<file path="src/rtl/alu_ext_pkg.sv">
// Purpose: constants and types for the sign-widen / bcd-adjust / divide datapath
// Assumes: single core clock, operands supplied by decoder and register file
// Notes:   widths and flag masks live here only
package alu_ext_pkg;
    localparam int          DATA_W      = 32;
    localparam int          SIZE_W      = 2;
    localparam logic [1:0]  SIZE_8      = 2'h0;
    localparam logic [1:0]  SIZE_16     = 2'h1;
    localparam logic [1:0]  SIZE_32     = 2'h2;
    localparam int          BIT_W15     = 15;
    localparam int          BIT_W31     = 31;
    localparam logic [3:0]  NIB_MAX     = 4'h9;
    localparam logic [7:0]  LO_ADJ      = 8'h06;
    localparam logic [7:0]  HI_ADJ      = 8'h60;
    localparam logic [7:0]  HI_MASK     = 8'hF0;
    localparam logic [7:0]  ADD_HI_LIM  = 8'h90;
    localparam logic [7:0]  SUB_HI_LIM  = 8'h9F;
    localparam logic [31:0] QMAX_8      = 32'h000000FF;
    localparam logic [31:0] QMAX_16     = 32'h0000FFFF;
    localparam logic [31:0] QMAX_32     = 32'hFFFFFFFF;
    localparam int          DIV_STEPS   = 64;

    typedef enum logic [2:0] {
        OP_NONE,
        OP_SIGN_WIDEN,
        OP_BCD_ADD_ADJ,
        OP_BCD_SUB_ADJ,
        OP_MINUS_ONE,
        OP_UDIV
    } alu_op_t;

    typedef enum {
        ST_IDLE,
        ST_DIV
    } div_state_t;
endpackage

</file>
<file path="src/rtl/sign_widen_bcd_adjust_divide_alu.sv">
// Purpose: execution datapath for sign widening, packed-bcd adjust, minus-one and unsigned divide
// Assumes: op_valid_i is a one-cycle pulse, no new op while busy_o is high
// Notes:   divide is restoring, one quotient bit per clock; others answer next cycle
//
// Summary of operation
// - word widen copies acc bit 15 into all 16 extension bits.
// - dword widen copies acc bit 31 into all 32 extension bits.
// - one opcode; operand size 16 picks word form, 32 picks dword form.
// - add adjust: low nibble over 9 or aux set adds 6, carry ORed, aux set.
// - add adjust: byte&F0 over 90 or carry adds 60 and sets carry, else clears.
// - sub adjust: low nibble over 9 or aux set subtracts 6, borrow ORed.
// - sub adjust: byte over 9F or carry subtracts 60, sets carry, else clears.
// - after bcd adjust, sign, zero, parity follow the adjusted byte.
// - minus-one subtracts 1, keeps carry, sets other flags from result.
// - divide places quotient low, remainder high; oversize quotient faults.
// - zero divisor or oversize quotient faults and writes no result.
// - quotient truncates toward zero; remainder below divisor.
// - flags after divide are undefined; this design leaves them unchanged.
// - widening alters no arithmetic flags.
`timescale 1ns/1ps
`default_nettype none
module sign_widen_bcd_adjust_divide_alu
    import alu_ext_pkg::*;
#(
    parameter int W = DATA_W
) (
    // clock and reset
    input  wire logic          ref_clk_i,
    input  wire logic          nrst_i,
    // request from decoder
    input  wire logic          op_valid_i,
    input  wire alu_op_t       op_i,
    input  wire logic [1:0]    op_size_i,
    input  wire logic [W-1:0]  acc_dword_i,
    input  wire logic [W-1:0]  ext_dword_i,
    input  wire logic [W-1:0]  src_i,
    // incoming flags
    input  wire logic          carry_flag_i,
    input  wire logic          aux_carry_flag_i,
    input  wire logic          overflow_flag_i,
    input  wire logic          sign_flag_i,
    input  wire logic          zero_flag_i,
    input  wire logic          parity_flag_i,
    // results to register file
    output logic               done_o,
    output logic               busy_o,
    output logic               quotient_fault_o,
    output logic               acc_we_o,
    output logic               ext_we_o,
    output logic               dst_we_o,
    output logic [W-1:0]       acc_dword_o,
    output logic [W-1:0]       ext_dword_o,
    output logic [W-1:0]       dst_o,
    output logic               flags_we_o,
    output logic               carry_flag_o,
    output logic               aux_carry_flag_o,
    output logic               overflow_flag_o,
    output logic               sign_flag_o,
    output logic               zero_flag_o,
    output logic               parity_flag_o
);

    // divider and flag logic are sized for 32 bits only
    if (W != DATA_W) begin : g_width_check
        $error("only 32-bit datapath supported");
    end

    ////////////////////////////////////////////////////////////////////////
    // helpers

    function automatic logic even_parity(input logic [7:0] b);
        even_parity = ~^b;
    endfunction

    function automatic logic [31:0] size_mask(input logic [1:0] sz);
        case (sz)
            SIZE_8:  size_mask = QMAX_8;
            SIZE_16: size_mask = QMAX_16;
            default: size_mask = QMAX_32;
        endcase
    endfunction

    ////////////////////////////////////////////////////////////////////////
    // single-cycle ops

    logic [7:0]  bcd_byte;
    logic        bcd_cf;
    logic        bcd_af;
    logic [8:0]  lo_sum;
    logic [7:0]  stage1;
    logic        lo_hit;
    logic        hi_hit;
    logic [31:0] dec_res;
    logic        dec_of;
    logic [31:0] dec_msk;
    logic [31:0] dec_src;

    always_comb begin
        bcd_af = 1'b0;
        bcd_cf = carry_flag_i;
        lo_sum = 9'h000;
        lo_hit = (acc_dword_i[3:0] > NIB_MAX) || aux_carry_flag_i;
        if (op_i == OP_BCD_ADD_ADJ) begin
            if (lo_hit) begin
                lo_sum = {1'b0, acc_dword_i[7:0]} + {1'b0, LO_ADJ};
                bcd_cf = carry_flag_i | lo_sum[8];
                bcd_af = 1'b1;
            end else begin
                lo_sum = {1'b0, acc_dword_i[7:0]};
            end
            stage1 = lo_sum[7:0];
            // high test sees byte and carry left by the low step, so 9A..9F still wrap
            hi_hit = ((stage1 & HI_MASK) > ADD_HI_LIM) || bcd_cf;
            bcd_byte = hi_hit ? stage1 + HI_ADJ : stage1;
            bcd_cf = hi_hit;
        end else begin
            if (lo_hit) begin
                lo_sum = {1'b0, acc_dword_i[7:0]} - {1'b0, LO_ADJ};
                bcd_cf = carry_flag_i | lo_sum[8];
                bcd_af = 1'b1;
            end else begin
                lo_sum = {1'b0, acc_dword_i[7:0]};
            end
            stage1 = lo_sum[7:0];
            hi_hit = (stage1 > SUB_HI_LIM) || bcd_cf;
            bcd_byte = hi_hit ? stage1 - HI_ADJ : stage1;
            bcd_cf = hi_hit;
        end
    end

    always_comb begin
        dec_msk = size_mask(op_size_i);
        dec_src = src_i & dec_msk;
        dec_res = (dec_src - 32'h00000001) & dec_msk;
        case (op_size_i)
            SIZE_8:  dec_of = (dec_src == 32'h00000080);
            SIZE_16: dec_of = (dec_src == 32'h00008000);
            default: dec_of = (dec_src == 32'h80000000);
        endcase
    end

    ////////////////////////////////////////////////////////////////////////
    // divide engine: restoring, dividend up to 64 bits

    div_state_t  st_r;
    logic [63:0] dvd_r;
    logic [32:0] rem_r;
    logic [31:0] dvs_r;
    logic [6:0]  cnt_r;
    logic [1:0]  dsz_r;
    logic [63:0] dvd_ld;
    logic [32:0] rem_sh;
    logic        ge;

    always_comb begin
        case (op_size_i)
            SIZE_8:  dvd_ld = {48'h000000000000, acc_dword_i[15:0]};
            SIZE_16: dvd_ld = {32'h00000000, ext_dword_i[15:0], acc_dword_i[15:0]};
            default: dvd_ld = {ext_dword_i, acc_dword_i};
        endcase
        rem_sh = {rem_r[31:0], dvd_r[63]};
        ge = rem_sh >= {1'b0, dvs_r};
    end

    always_ff @(posedge ref_clk_i) begin
        if (!nrst_i) begin
            st_r  <= ST_IDLE;
            dvd_r <= 64'h0000000000000000;
            rem_r <= 33'h000000000;
            dvs_r <= 32'h00000000;
            cnt_r <= 7'h00;
            dsz_r <= SIZE_8;
        end else begin
            case (st_r)
                ST_IDLE: begin
                    if (op_valid_i && op_i == OP_UDIV && (src_i & size_mask(op_size_i)) != 32'h0) begin
                        st_r  <= ST_DIV;
                        dvd_r <= dvd_ld;
                        rem_r <= 33'h000000000;
                        dvs_r <= src_i & size_mask(op_size_i);
                        cnt_r <= 7'(DIV_STEPS);
                        dsz_r <= op_size_i;
                    end
                end
                ST_DIV: begin
                    // quotient bits shift into dvd_r, truncating toward zero
                    rem_r <= ge ? rem_sh - {1'b0, dvs_r} : rem_sh;
                    dvd_r <= {dvd_r[62:0], ge};
                    cnt_r <= cnt_r - 7'h01;
                    if (cnt_r == 7'h01) st_r <= ST_IDLE;
                end
                default: st_r <= ST_IDLE;
            endcase
        end
    end

    logic        div_last;
    logic [31:0] q_fin;
    logic [31:0] r_fin;
    logic        q_big;

    always_comb begin
        div_last = (st_r == ST_DIV) && (cnt_r == 7'h01);
        q_fin = {dvd_r[30:0], ge};
        r_fin = ge ? 32'(rem_sh - {1'b0, dvs_r}) : rem_sh[31:0];
        // full 64-bit quotient checked against size limit
        q_big = (dvd_r[62:31] != 32'h0) || (q_fin > size_mask(dsz_r));
    end

    ////////////////////////////////////////////////////////////////////////
    // result registers

    always_ff @(posedge ref_clk_i) begin
        if (!nrst_i) begin
            done_o <= 1'b0;
            busy_o <= 1'b0;
            quotient_fault_o <= 1'b0;
            acc_we_o <= 1'b0;
            ext_we_o <= 1'b0;
            dst_we_o <= 1'b0;
            flags_we_o <= 1'b0;
            acc_dword_o <= 32'h00000000;
            ext_dword_o <= 32'h00000000;
            dst_o <= 32'h00000000;
            carry_flag_o <= 1'b0;
            aux_carry_flag_o <= 1'b0;
            overflow_flag_o <= 1'b0;
            sign_flag_o <= 1'b0;
            zero_flag_o <= 1'b0;
            parity_flag_o <= 1'b0;
        end else begin
            done_o <= 1'b0;
            quotient_fault_o <= 1'b0;
            acc_we_o <= 1'b0;
            ext_we_o <= 1'b0;
            dst_we_o <= 1'b0;
            flags_we_o <= 1'b0;
            busy_o <= (st_r == ST_IDLE) ? (op_valid_i && op_i == OP_UDIV
                      && (src_i & size_mask(op_size_i)) != 32'h0) : !div_last;
            if (op_valid_i && st_r == ST_IDLE) begin
                case (op_i)
                    OP_SIGN_WIDEN: begin
                        done_o <= 1'b1;
                        ext_we_o <= 1'b1;
                        if (op_size_i == SIZE_16)
                            ext_dword_o <= {ext_dword_i[31:16], {16{acc_dword_i[BIT_W15]}}};
                        else
                            ext_dword_o <= {32{acc_dword_i[BIT_W31]}};
                    end
                    OP_BCD_ADD_ADJ, OP_BCD_SUB_ADJ: begin
                        done_o <= 1'b1;
                        acc_we_o <= 1'b1;
                        flags_we_o <= 1'b1;
                        acc_dword_o <= {acc_dword_i[31:8], bcd_byte};
                        carry_flag_o <= bcd_cf;
                        aux_carry_flag_o <= bcd_af;
                        overflow_flag_o <= overflow_flag_i;               // undefined: kept
                        sign_flag_o <= bcd_byte[7];
                        zero_flag_o <= (bcd_byte == 8'h00);
                        parity_flag_o <= even_parity(bcd_byte);
                    end
                    OP_MINUS_ONE: begin
                        done_o <= 1'b1;
                        dst_we_o <= 1'b1;
                        flags_we_o <= 1'b1;
                        dst_o <= (src_i & ~size_mask(op_size_i)) | dec_res;
                        carry_flag_o <= carry_flag_i;
                        overflow_flag_o <= dec_of;
                        aux_carry_flag_o <= (dec_src[3:0] == 4'h0);
                        sign_flag_o <= (op_size_i == SIZE_8) ? dec_res[7] :
                                       (op_size_i == SIZE_16) ? dec_res[15] : dec_res[31];
                        zero_flag_o <= (dec_res == 32'h0);
                        parity_flag_o <= even_parity(dec_res[7:0]);
                    end
                    OP_UDIV: begin
                        if ((src_i & size_mask(op_size_i)) == 32'h0) begin
                            done_o <= 1'b1;
                            quotient_fault_o <= 1'b1;
                        end
                    end
                    default: done_o <= 1'b1;
                endcase
            end
            if (div_last) begin
                done_o <= 1'b1;
                // flags undefined after divide: no flag write at all
                if (q_big) begin
                    quotient_fault_o <= 1'b1;
                end else begin
                    acc_we_o <= 1'b1;
                    if (dsz_r == SIZE_8) begin
                        acc_dword_o <= {acc_dword_i[31:16], r_fin[7:0], q_fin[7:0]};
                    end else if (dsz_r == SIZE_16) begin
                        ext_we_o <= 1'b1;
                        acc_dword_o <= {acc_dword_i[31:16], q_fin[15:0]};
                        ext_dword_o <= {ext_dword_i[31:16], r_fin[15:0]};
                    end else begin
                        ext_we_o <= 1'b1;
                        acc_dword_o <= q_fin;
                        ext_dword_o <= r_fin;
                    end
                end
            end
        end
    end

endmodule
`default_nettype wire

</file>
<file path="config.mk">
export PLATFORM = sky130hd
export DESIGN_NAME = sign_widen_bcd_adjust_divide_alu
export DESIGN_NICKNAME = d
export VERILOG_FILES = /design/src/rtl/alu_ext_pkg.sv /design/src/rtl/sign_widen_bcd_adjust_divide_alu.sv
export SDC_FILE = /design/constraint.sdc
export NUM_CORES = 1
export LEC_CHECK = 0
export BUFFER_PORTS_ARGS = -buffer_cell sky130_fd_sc_hd__buf_2
export CAP_MARGIN = 20
export CORE_UTILIZATION = 53
export CTS_CLUSTER_SIZE = 25
export DETAILED_ROUTE_END_ITERATION = 8
export HOLD_SLACK_MARGIN = 0.03
export MAX_ROUTING_LAYER = met4
export PLACE_DENSITY_LB_ADDON = 0.05
export RECOVER_POWER = 25
export SLEW_MARGIN = 0
export SYNTH_ARGS = -nofsm -noshare
export SYNTH_HDL_FRONTEND = slang
export SYNTH_SLANG_ARGS = --single-unit
</file>
<file path="constraint.sdc">
create_clock -name ref_clk_i -period 4.3 [get_ports ref_clk_i]
set_input_delay 1.29 -clock ref_clk_i [delete_from_list [all_inputs] [get_ports ref_clk_i]]
set_output_delay 1.29 -clock ref_clk_i [all_outputs]
set_load 0.02 [all_outputs]
</file>
==> flow_summary.ini, run 1 <==
[min_path]
min-delay-path-class = reg -> reg
hold_end = dvs_r[13]$_SDFFE_PN0P_
whs_path_depth = 2
hp-start = dvs_r[13]$_SDFFE_PN0P_

[routing]
post-route-drc-count = 0
vias_per_cell = 6.211
vias = 15272
wirelength_um = 48670
routedWlPerCell_um = 19.79
detail-route-antenna-nets = 0
drtIter0Drc = 1384
drt-pass1-iter-count = 8

[cts]
cts_buffer_depth = 3
cts_hold_buf = 0
cts_tree = built
insertion_delay_ns = 0.56
cts_setup_buffers = 0
cts_resized = 0
cts_max_level = 1
cts_sinks = 247
cts_made_buffers = 29
worst_setup_hold_path_clk_slew_ns = 0.06
root_buffer = clkbuf_16

[layout]
utilization_pct = 62.47
final_cell_mix = 246 x dfxtp_1, 230 x nor2_1, 176 x nand2_1
syn2layout_area_growth_pct = 16.00
mostFrequentLayoutCell = dfxtp_1
nNetsFinal = 2239
final_layout_size_suffix_gt1_share_pct = 13.90

[global_routing]
grt_max_degree = 74
antenna_found_initial = 1
grt_pass1_wl_um = 76420
grt_pass1_vias = 14057
grt_usage_pct = 33.90
grt_overflow = 0

[sta]
setup_viol = 0
fin_setup_tns_ns = 0
final_hold_viol_count = 0
fin_crit_ns = 3.907
rsz0062_at_grt = false
finalMaxSlewViolations = 73
finalCritPeriodShare_pct = 90.85
slew_headroom_pct = -74.78
fmax_mhz = 256.0
worst_pin_slew_ns = 2.619
clock_skew_ns = 0.01226

[yosys]
syn_area_per_cell_sq_um = 7.912
ys_async_sr_fraction_pct = 0
yosysUniqueCellTypes = 81
synth.top_cell.area_share_pct = 33.05
synth.area.top_cells = dfxtp_1 33%, ha_1 5.9%, nor2_1 5.8%
seq_area_frac_synth_pct = 33.05
synth.largest_area_cell = dfxtp_1
syn_inst = 1891
ys_ff_latch = 247
yosysWarnings = 0
synth_fp_nets = 2073
synth_edf_count = 0
synth_flop_cell = dfxtp_1
synth_area_sq_um = 14960

[worst_setup_path]
r2r_cells = 15
start_kind = input pin
max_stage_delay_ns = 1.85
cp_data_arrival_time_ns = 4.32
worst_ep_required_time_ns = 4.71
cp_slowest_cell = inv_1
endpoint_kind = register
cp_cell_sequence = clkbuf_1, inv_1, clkbuf_2, nor3_1
reg2reg_to = acc_dword_o[17]$_SDFF_PN0_
cp_max_fo = 73
r2r_start = dsz_r[1]$_SDFFE_PN0P_
crit_type = in -> reg
r2r_setup_slack_ns = 0.39

[placement]
port_buffers = 215
routabilityCongestion = 0.9223
hpwl_um = 35290

[die]
die_y_um = 170.0
die-area_sq_um = 28910
num_rows = 61
die_w_um = 170.0
ios = 219
initial_core_util_pct = 53.86
core_sq_um = 27780

[pwr]
fin_total_pwr_mw = 6.962
power_density_nw_per_um2 = 401.1
vdd_ir_drop_max_v = 0.0003061
p_leak_nw = 6.909

[job]
maxCapViolCount = 1

[run_status]
violations = max-capacitance violations, max-slew violations
status = finished with violations
cell families (layout without fill, tap and decap cells):
family | after synthesis | after routing | share of synthesized area (%)
AND/OR/NAND/NOR | 692 | 692 | 21.72
AO/OA/AOI/OAI | 551 | 551 | 26.03
flip-flops | 247 | 247 | 33.05
buffers and inverters | 208 | 396 | 5.620
XOR/XNOR | 82 | 82 | 4.800
adder cells (fa/ha/maj) | 72 | 72 | 6.071
multiplexers | 39 | 39 | 2.709
other | 0 | 2 | 0
critical path, delay by kind of cell:
family,cells,cell delay (ns)
buffers and inverters,3,2.83
AND/OR/NAND/NOR,1,0.15
layout make-up:
cell class | instances | area, sq um
timing repair buffer | 285 | 1572
clock buffer | 44 | 842.1
antenna | 2 | 5.005
inverter | 58 | 217.7
multi-input combinational | 1436 | 9194
clock inverter | 9 | 106.4
fill | 2633 | 10430
sequential | 247 | 4946
tap | 378 | 473.0
flip-flops by register name, summed over array words and instances (netlist names), 2 cells and up:
register	cells
dvd_r	64
acc_dword_o	32
dst_o	32
dvs_r	32
ext_dword_o	32
rem_r	32
cnt_r	7
dsz_r	2
layer usage:
metal  part of all wire (%)  wire, um  global-route usage (%)  vias to the layer above
met2                     47     23070                   55.47                      622
met5                      0         0                       -                        -
met4                    2.0       970                   7.677                        0
met1                     44     21320                   44.83                     7286
li1                       -         -                       -                     7292
met3                    6.8      3312                   3.721                       72
Yosys cell counts (13+ instances only):
cell type / number
nand3_1: 59
or3_1: 50
a222oi_1: 41
nand4_1: 20
buf_2: 24
o2111a_1: 17
xnor2_1: 51
ha_1: 71
a21oi_1: 160
nor3_1: 35
inv_1: 55
nand2_1: 176
clkbuf_1: 113
nor2_1: 232
a2bb2oi_1: 15
a221oi_1: 18
and3_1: 13
o211ai_1: 21
a311oi_1: 13
nor4_1: 30
or2_2: 13
xor2_1: 31
o21ai_0: 82
mux2i_1: 27
dfxtp_1: 247
a211oi_1: 47
a21o_1: 21
nor2b_1: 14
worst max path at each step:
stage	startpoint	endpoint	slack [ns]	cells after the start
after floorplan	src_i[0]	dvd_r[23]$_SDFFE_PN0P_	0.05	13
after global placement	acc_dword_i[1]	parity_flag_o$_SDFFE_PN0P_	0.04	15
after detailed placement	acc_dword_i[1]	parity_flag_o$_SDFFE_PN0P_	0.05	15
after CTS	dsz_r[1]$_SDFFE_PN0P_	acc_dword_o[23]$_SDFF_PN0_	0.44	15
after global routing	dvs_r[13]$_SDFFE_PN0P_	ext_dword_o[27]$_SDFF_PN0_	0.16	12
final	nrst_i	acc_dword_o[2]$_SDFF_PN0_	0.39	4
power breakdown:
part	internal, mW	switching [mW]
registers	2.36	0.0554
logic	0.777	1.29
clock network	1.46	1.01
total	4.60	2.36
per-stage QoR:
stage / setup slack, ns / cell area, sq um / hold WS, ns / std cells
final: 0.3933 / 17360 / 0.4507 / 2459
after floorplan: 0.05388 / 14960 / 0.4319 / 1891
after global routing: 0.1647 / 17350 / 0.4785 / 2458
after detailed placement: 0.05041 / 16490 / 0.4465 / 2403
after CTS: 0.4407 / 17440 / 0.4536 / 2456
after global placement: 0.04143 / 16490 / 0.4403 / 2403
Power figures use the tool's default switching activity.
==> run 2, diff against run 1 <==
--- a/config.mk
+++ b/config.mk
@@ -5,6 +5,7 @@
 export SDC_FILE = /design/constraint.sdc
 export NUM_CORES = 1
 export LEC_CHECK = 0
+export ABC_AREA = 1
 export BUFFER_PORTS_ARGS = -buffer_cell sky130_fd_sc_hd__buf_2
 export CAP_MARGIN = 20
 export CORE_UTILIZATION = 53
==> run 2 against run 1 <==
  * The flow now finishes without violations
  * Maximum frequency is 9.9% higher
  * Critical path depth is 11 higher
  * Global-route usage is 0.27 points higher
  * Synthesized area is 6.5% higher
  * Final cell count is 25% higher
  * Largest power group is now combinational cells
  * Via count is 13% higher
  * Worst hold slack better by 0.030 ns
  * First-iteration DRC count is 19% higher
  * Clock skew is 0.00087 ns higher
  * Total power is 31% higher
==> flow_summary.ini, run 2 <==
[sta]
timing.hold.ws_ns = 0.4806
rsz0062_at_grt = false
fin_setup_tns_ns = 0
setup_viol = 0
fmax_mhz = 281.2
fin_crit_ns = 3.556
finalMaxSlewViolations = 0
finalCritPeriodShare_pct = 82.70
worst_slack_ns = 0.7437
clock_skew_ns = 0.01313
worst_pin_slew_ns = 1.026
slew_headroom_pct = 31.58
final_hold_viol_count = 0

[placement]
post-place-ws_ns = 0.2121
place_inst = 3030
hpwl_um = 39130
port_buffers = 215
routabilityCongestion = 0.9486

[job]
maxCapViolCount = 0

[layout]
mostFrequentLayoutCell = nand2_1
final_cell_mix = 736 x nand2_1, 246 x dfxtp_1, 245 x a21oi_1
utilization_pct = 61.40
syn2layout_area_growth_pct = 14.15
largest_register_ffs = 64
largest-register = dvd_r
final_layout_size_suffix_gt1_share_pct = 9.722
n_antenna_cell = 0
fin_cells = 3085
nNetsFinal = 2854

[global_routing]
grt_max_degree = 92
grt_pass1_vias = 15400
antenna_found_initial = 0
grt_pass1_wl_um = 82480
grt_usage_pct = 34.16
grt_overflow = 0

[yosys]
yosys-top-cells-count = 736 x nand2_1, 247 x dfxtp_1, 245 x a21oi_1, 237 x inv_1, 235 x nor2_1
ys_async_sr_fraction_pct = 0
yosysUniqueCellTypes = 51
synth_area_sq_um = 15940
yosysWarnings = 0
synth_edf_count = 0
syn_area_per_cell_sq_um = 6.344
synth.area.top_cells = dfxtp_1 31%, nand2_1 17%, a21oi_1 7.7%
synth.largest_area_cell = dfxtp_1
seq_area_frac_synth_pct = 31.02
synth.top_cell.area_share_pct = 31.02
ys_ff_latch = 247
syn_inst = 2513
yosysMostFrequentCell = nand2_1
synth_fp_nets = 2695
synth_flop_cell = dfxtp_1

[worst_setup_path]
max_stage_delay_ns = 0.62
critPathBufInv = 3
r2r_setup_slack_ns = 0.74
cp_data_arrival_time_ns = 4.03
endpoint_kind = register
start_kind = register
r2r_cells = 15
cp.depth = 15
worst_path_dominant_cell_family = buffers and inverters
worst_ep_required_time_ns = 4.77
crit_type = reg -> reg
cp_slowest_cell = inv_1
cp_max_fo = 26
cp_cell_sequence = inv_1, buf_4, ha_1, a21oi_1, o21ai_0, nand2_1, o211ai_1, a21oi_1, o21ai_0, nand2_4, nand3_4, inv_2, nand2_1, nor2_1, nor2_1
r2r_start = dsz_r[1]$_SDFFE_PN0P_
startpoint = dsz_r[1]$_SDFFE_PN0P_
reg2reg_to = ext_dword_o[24]$_SDFF_PN0_

[routing]
post-route-drc-count = 0
drtIter0Drc = 1644
detail-route-antenna-nets = 0
wirelength_um = 52600
vias = 17286
routedWlPerCell_um = 17.05
drt-pass1-iter-count = 6
vias_per_cell = 5.603

[die]
die_y_um = 175.4
die_w_um = 175.4
initial_core_util_pct = 53.79
die-area_sq_um = 30780
num_rows = 63
ios = 219
core_sq_um = 29640

[cts]
cts_buffer_depth = 3
cts_max_level = 1
cts_hold_buf = 0
worst_setup_hold_path_clk_slew_ns = 0.06
cts_resized = 0
insertion_delay_ns = 0.57
root_buffer = clkbuf_16
cts_made_buffers = 29
cts_sinks = 247
cts_setup_buffers = 0
cts_tree = built

[pwr]
p_leak_nw = 8.421
power_density_nw_per_um2 = 499.8
vdd_ir_drop_max_v = 0.0003949

[run_status]
status = completed

[min_path]
hp-start = dvs_r[5]$_SDFFE_PN0P_
hold_end = dvs_r[5]$_SDFFE_PN0P_
whs_path_depth = 2
min-delay-path-class = reg -> reg
==> run 2: changes by cell type after synthesis, moves of 49 or more <==
| cell | delta |
|---|---|
| a21oi_1 | +85 |
| inv_1 | +182 |
| nand2_1 | +560 |
| nand3_1 | +87 |
| o21ai_0 | +78 |
| or3_1 | -49 |
==> run 2: metrics by stage <==
| step | area (sq um) | power (mW) |
|---|---|---|
| CTS | 18290 | 9.056 |
| detailed placement | 17210 | 6.287 |
| floorplan | 15940 | 5.181 |
| finish | 18200 | 9.096 |
| global placement | 17210 | 6.250 |
| global route | 18200 | 9.593 |
==> run 2: worst max path at each step <==
stage | endpoint | slack (ns)
detailed placement | dvd_r[17]$_SDFFE_PN0P_ | 0.21
CTS | dvd_r[60]$_SDFFE_PN0P_ | 0.76
floorplan | parity_flag_o$_SDFFE_PN0P_ | 0.82
global route | ext_dword_o[2]$_SDFF_PN0_ | 0.45
global placement | dvd_r[30]$_SDFFE_PN0P_ | 0.31
finish | ext_dword_o[24]$_SDFF_PN0_ | 0.74
==> run 2: final cells by class <==
class	instances	area (sq um)
clock inverter	17	265.3
fill	2861	11440
multi-input combinational	1899	9492
tap	390	488.0
timing repair buffer	245	1242
clock buffer	37	815.8
inverter	250	948.4
sequential	247	4946
==> run 2: kinds of logic after synthesis <==
logic type / synth area share (%)
AO/OA/AOI/OAI: 18.06
AND/OR/NAND/NOR: 33.05
XOR/XNOR: 2.088
buffers and inverters: 9.520
multiplexers: 0.5651
adder cells (fa/ha/maj): 5.698
flip-flops: 31.02
==> run 2: layer usage <==
metal,vias to the layer above,part of all wire [%],track usage [%]
met4,0,1.9,7.899
met5,-,0,-
met1,7937,47,48.42
li1,8580,-,-
met3,75,7.7,3.701
met2,694,44,51.92
==> run 2: power breakdown <==
part	switching [mW]	total [mW]	internal, mW
clock	1.06	2.76	1.71
sequential	0.0749	2.46	2.39
combinational	2.72	3.87	1.15
==> run 2: tightest hold or removal path: stages (launching register included) <==
cell     delay [ns]
dfxtp_1        0.30
inv_1          0.07
a21oi_1        0.06
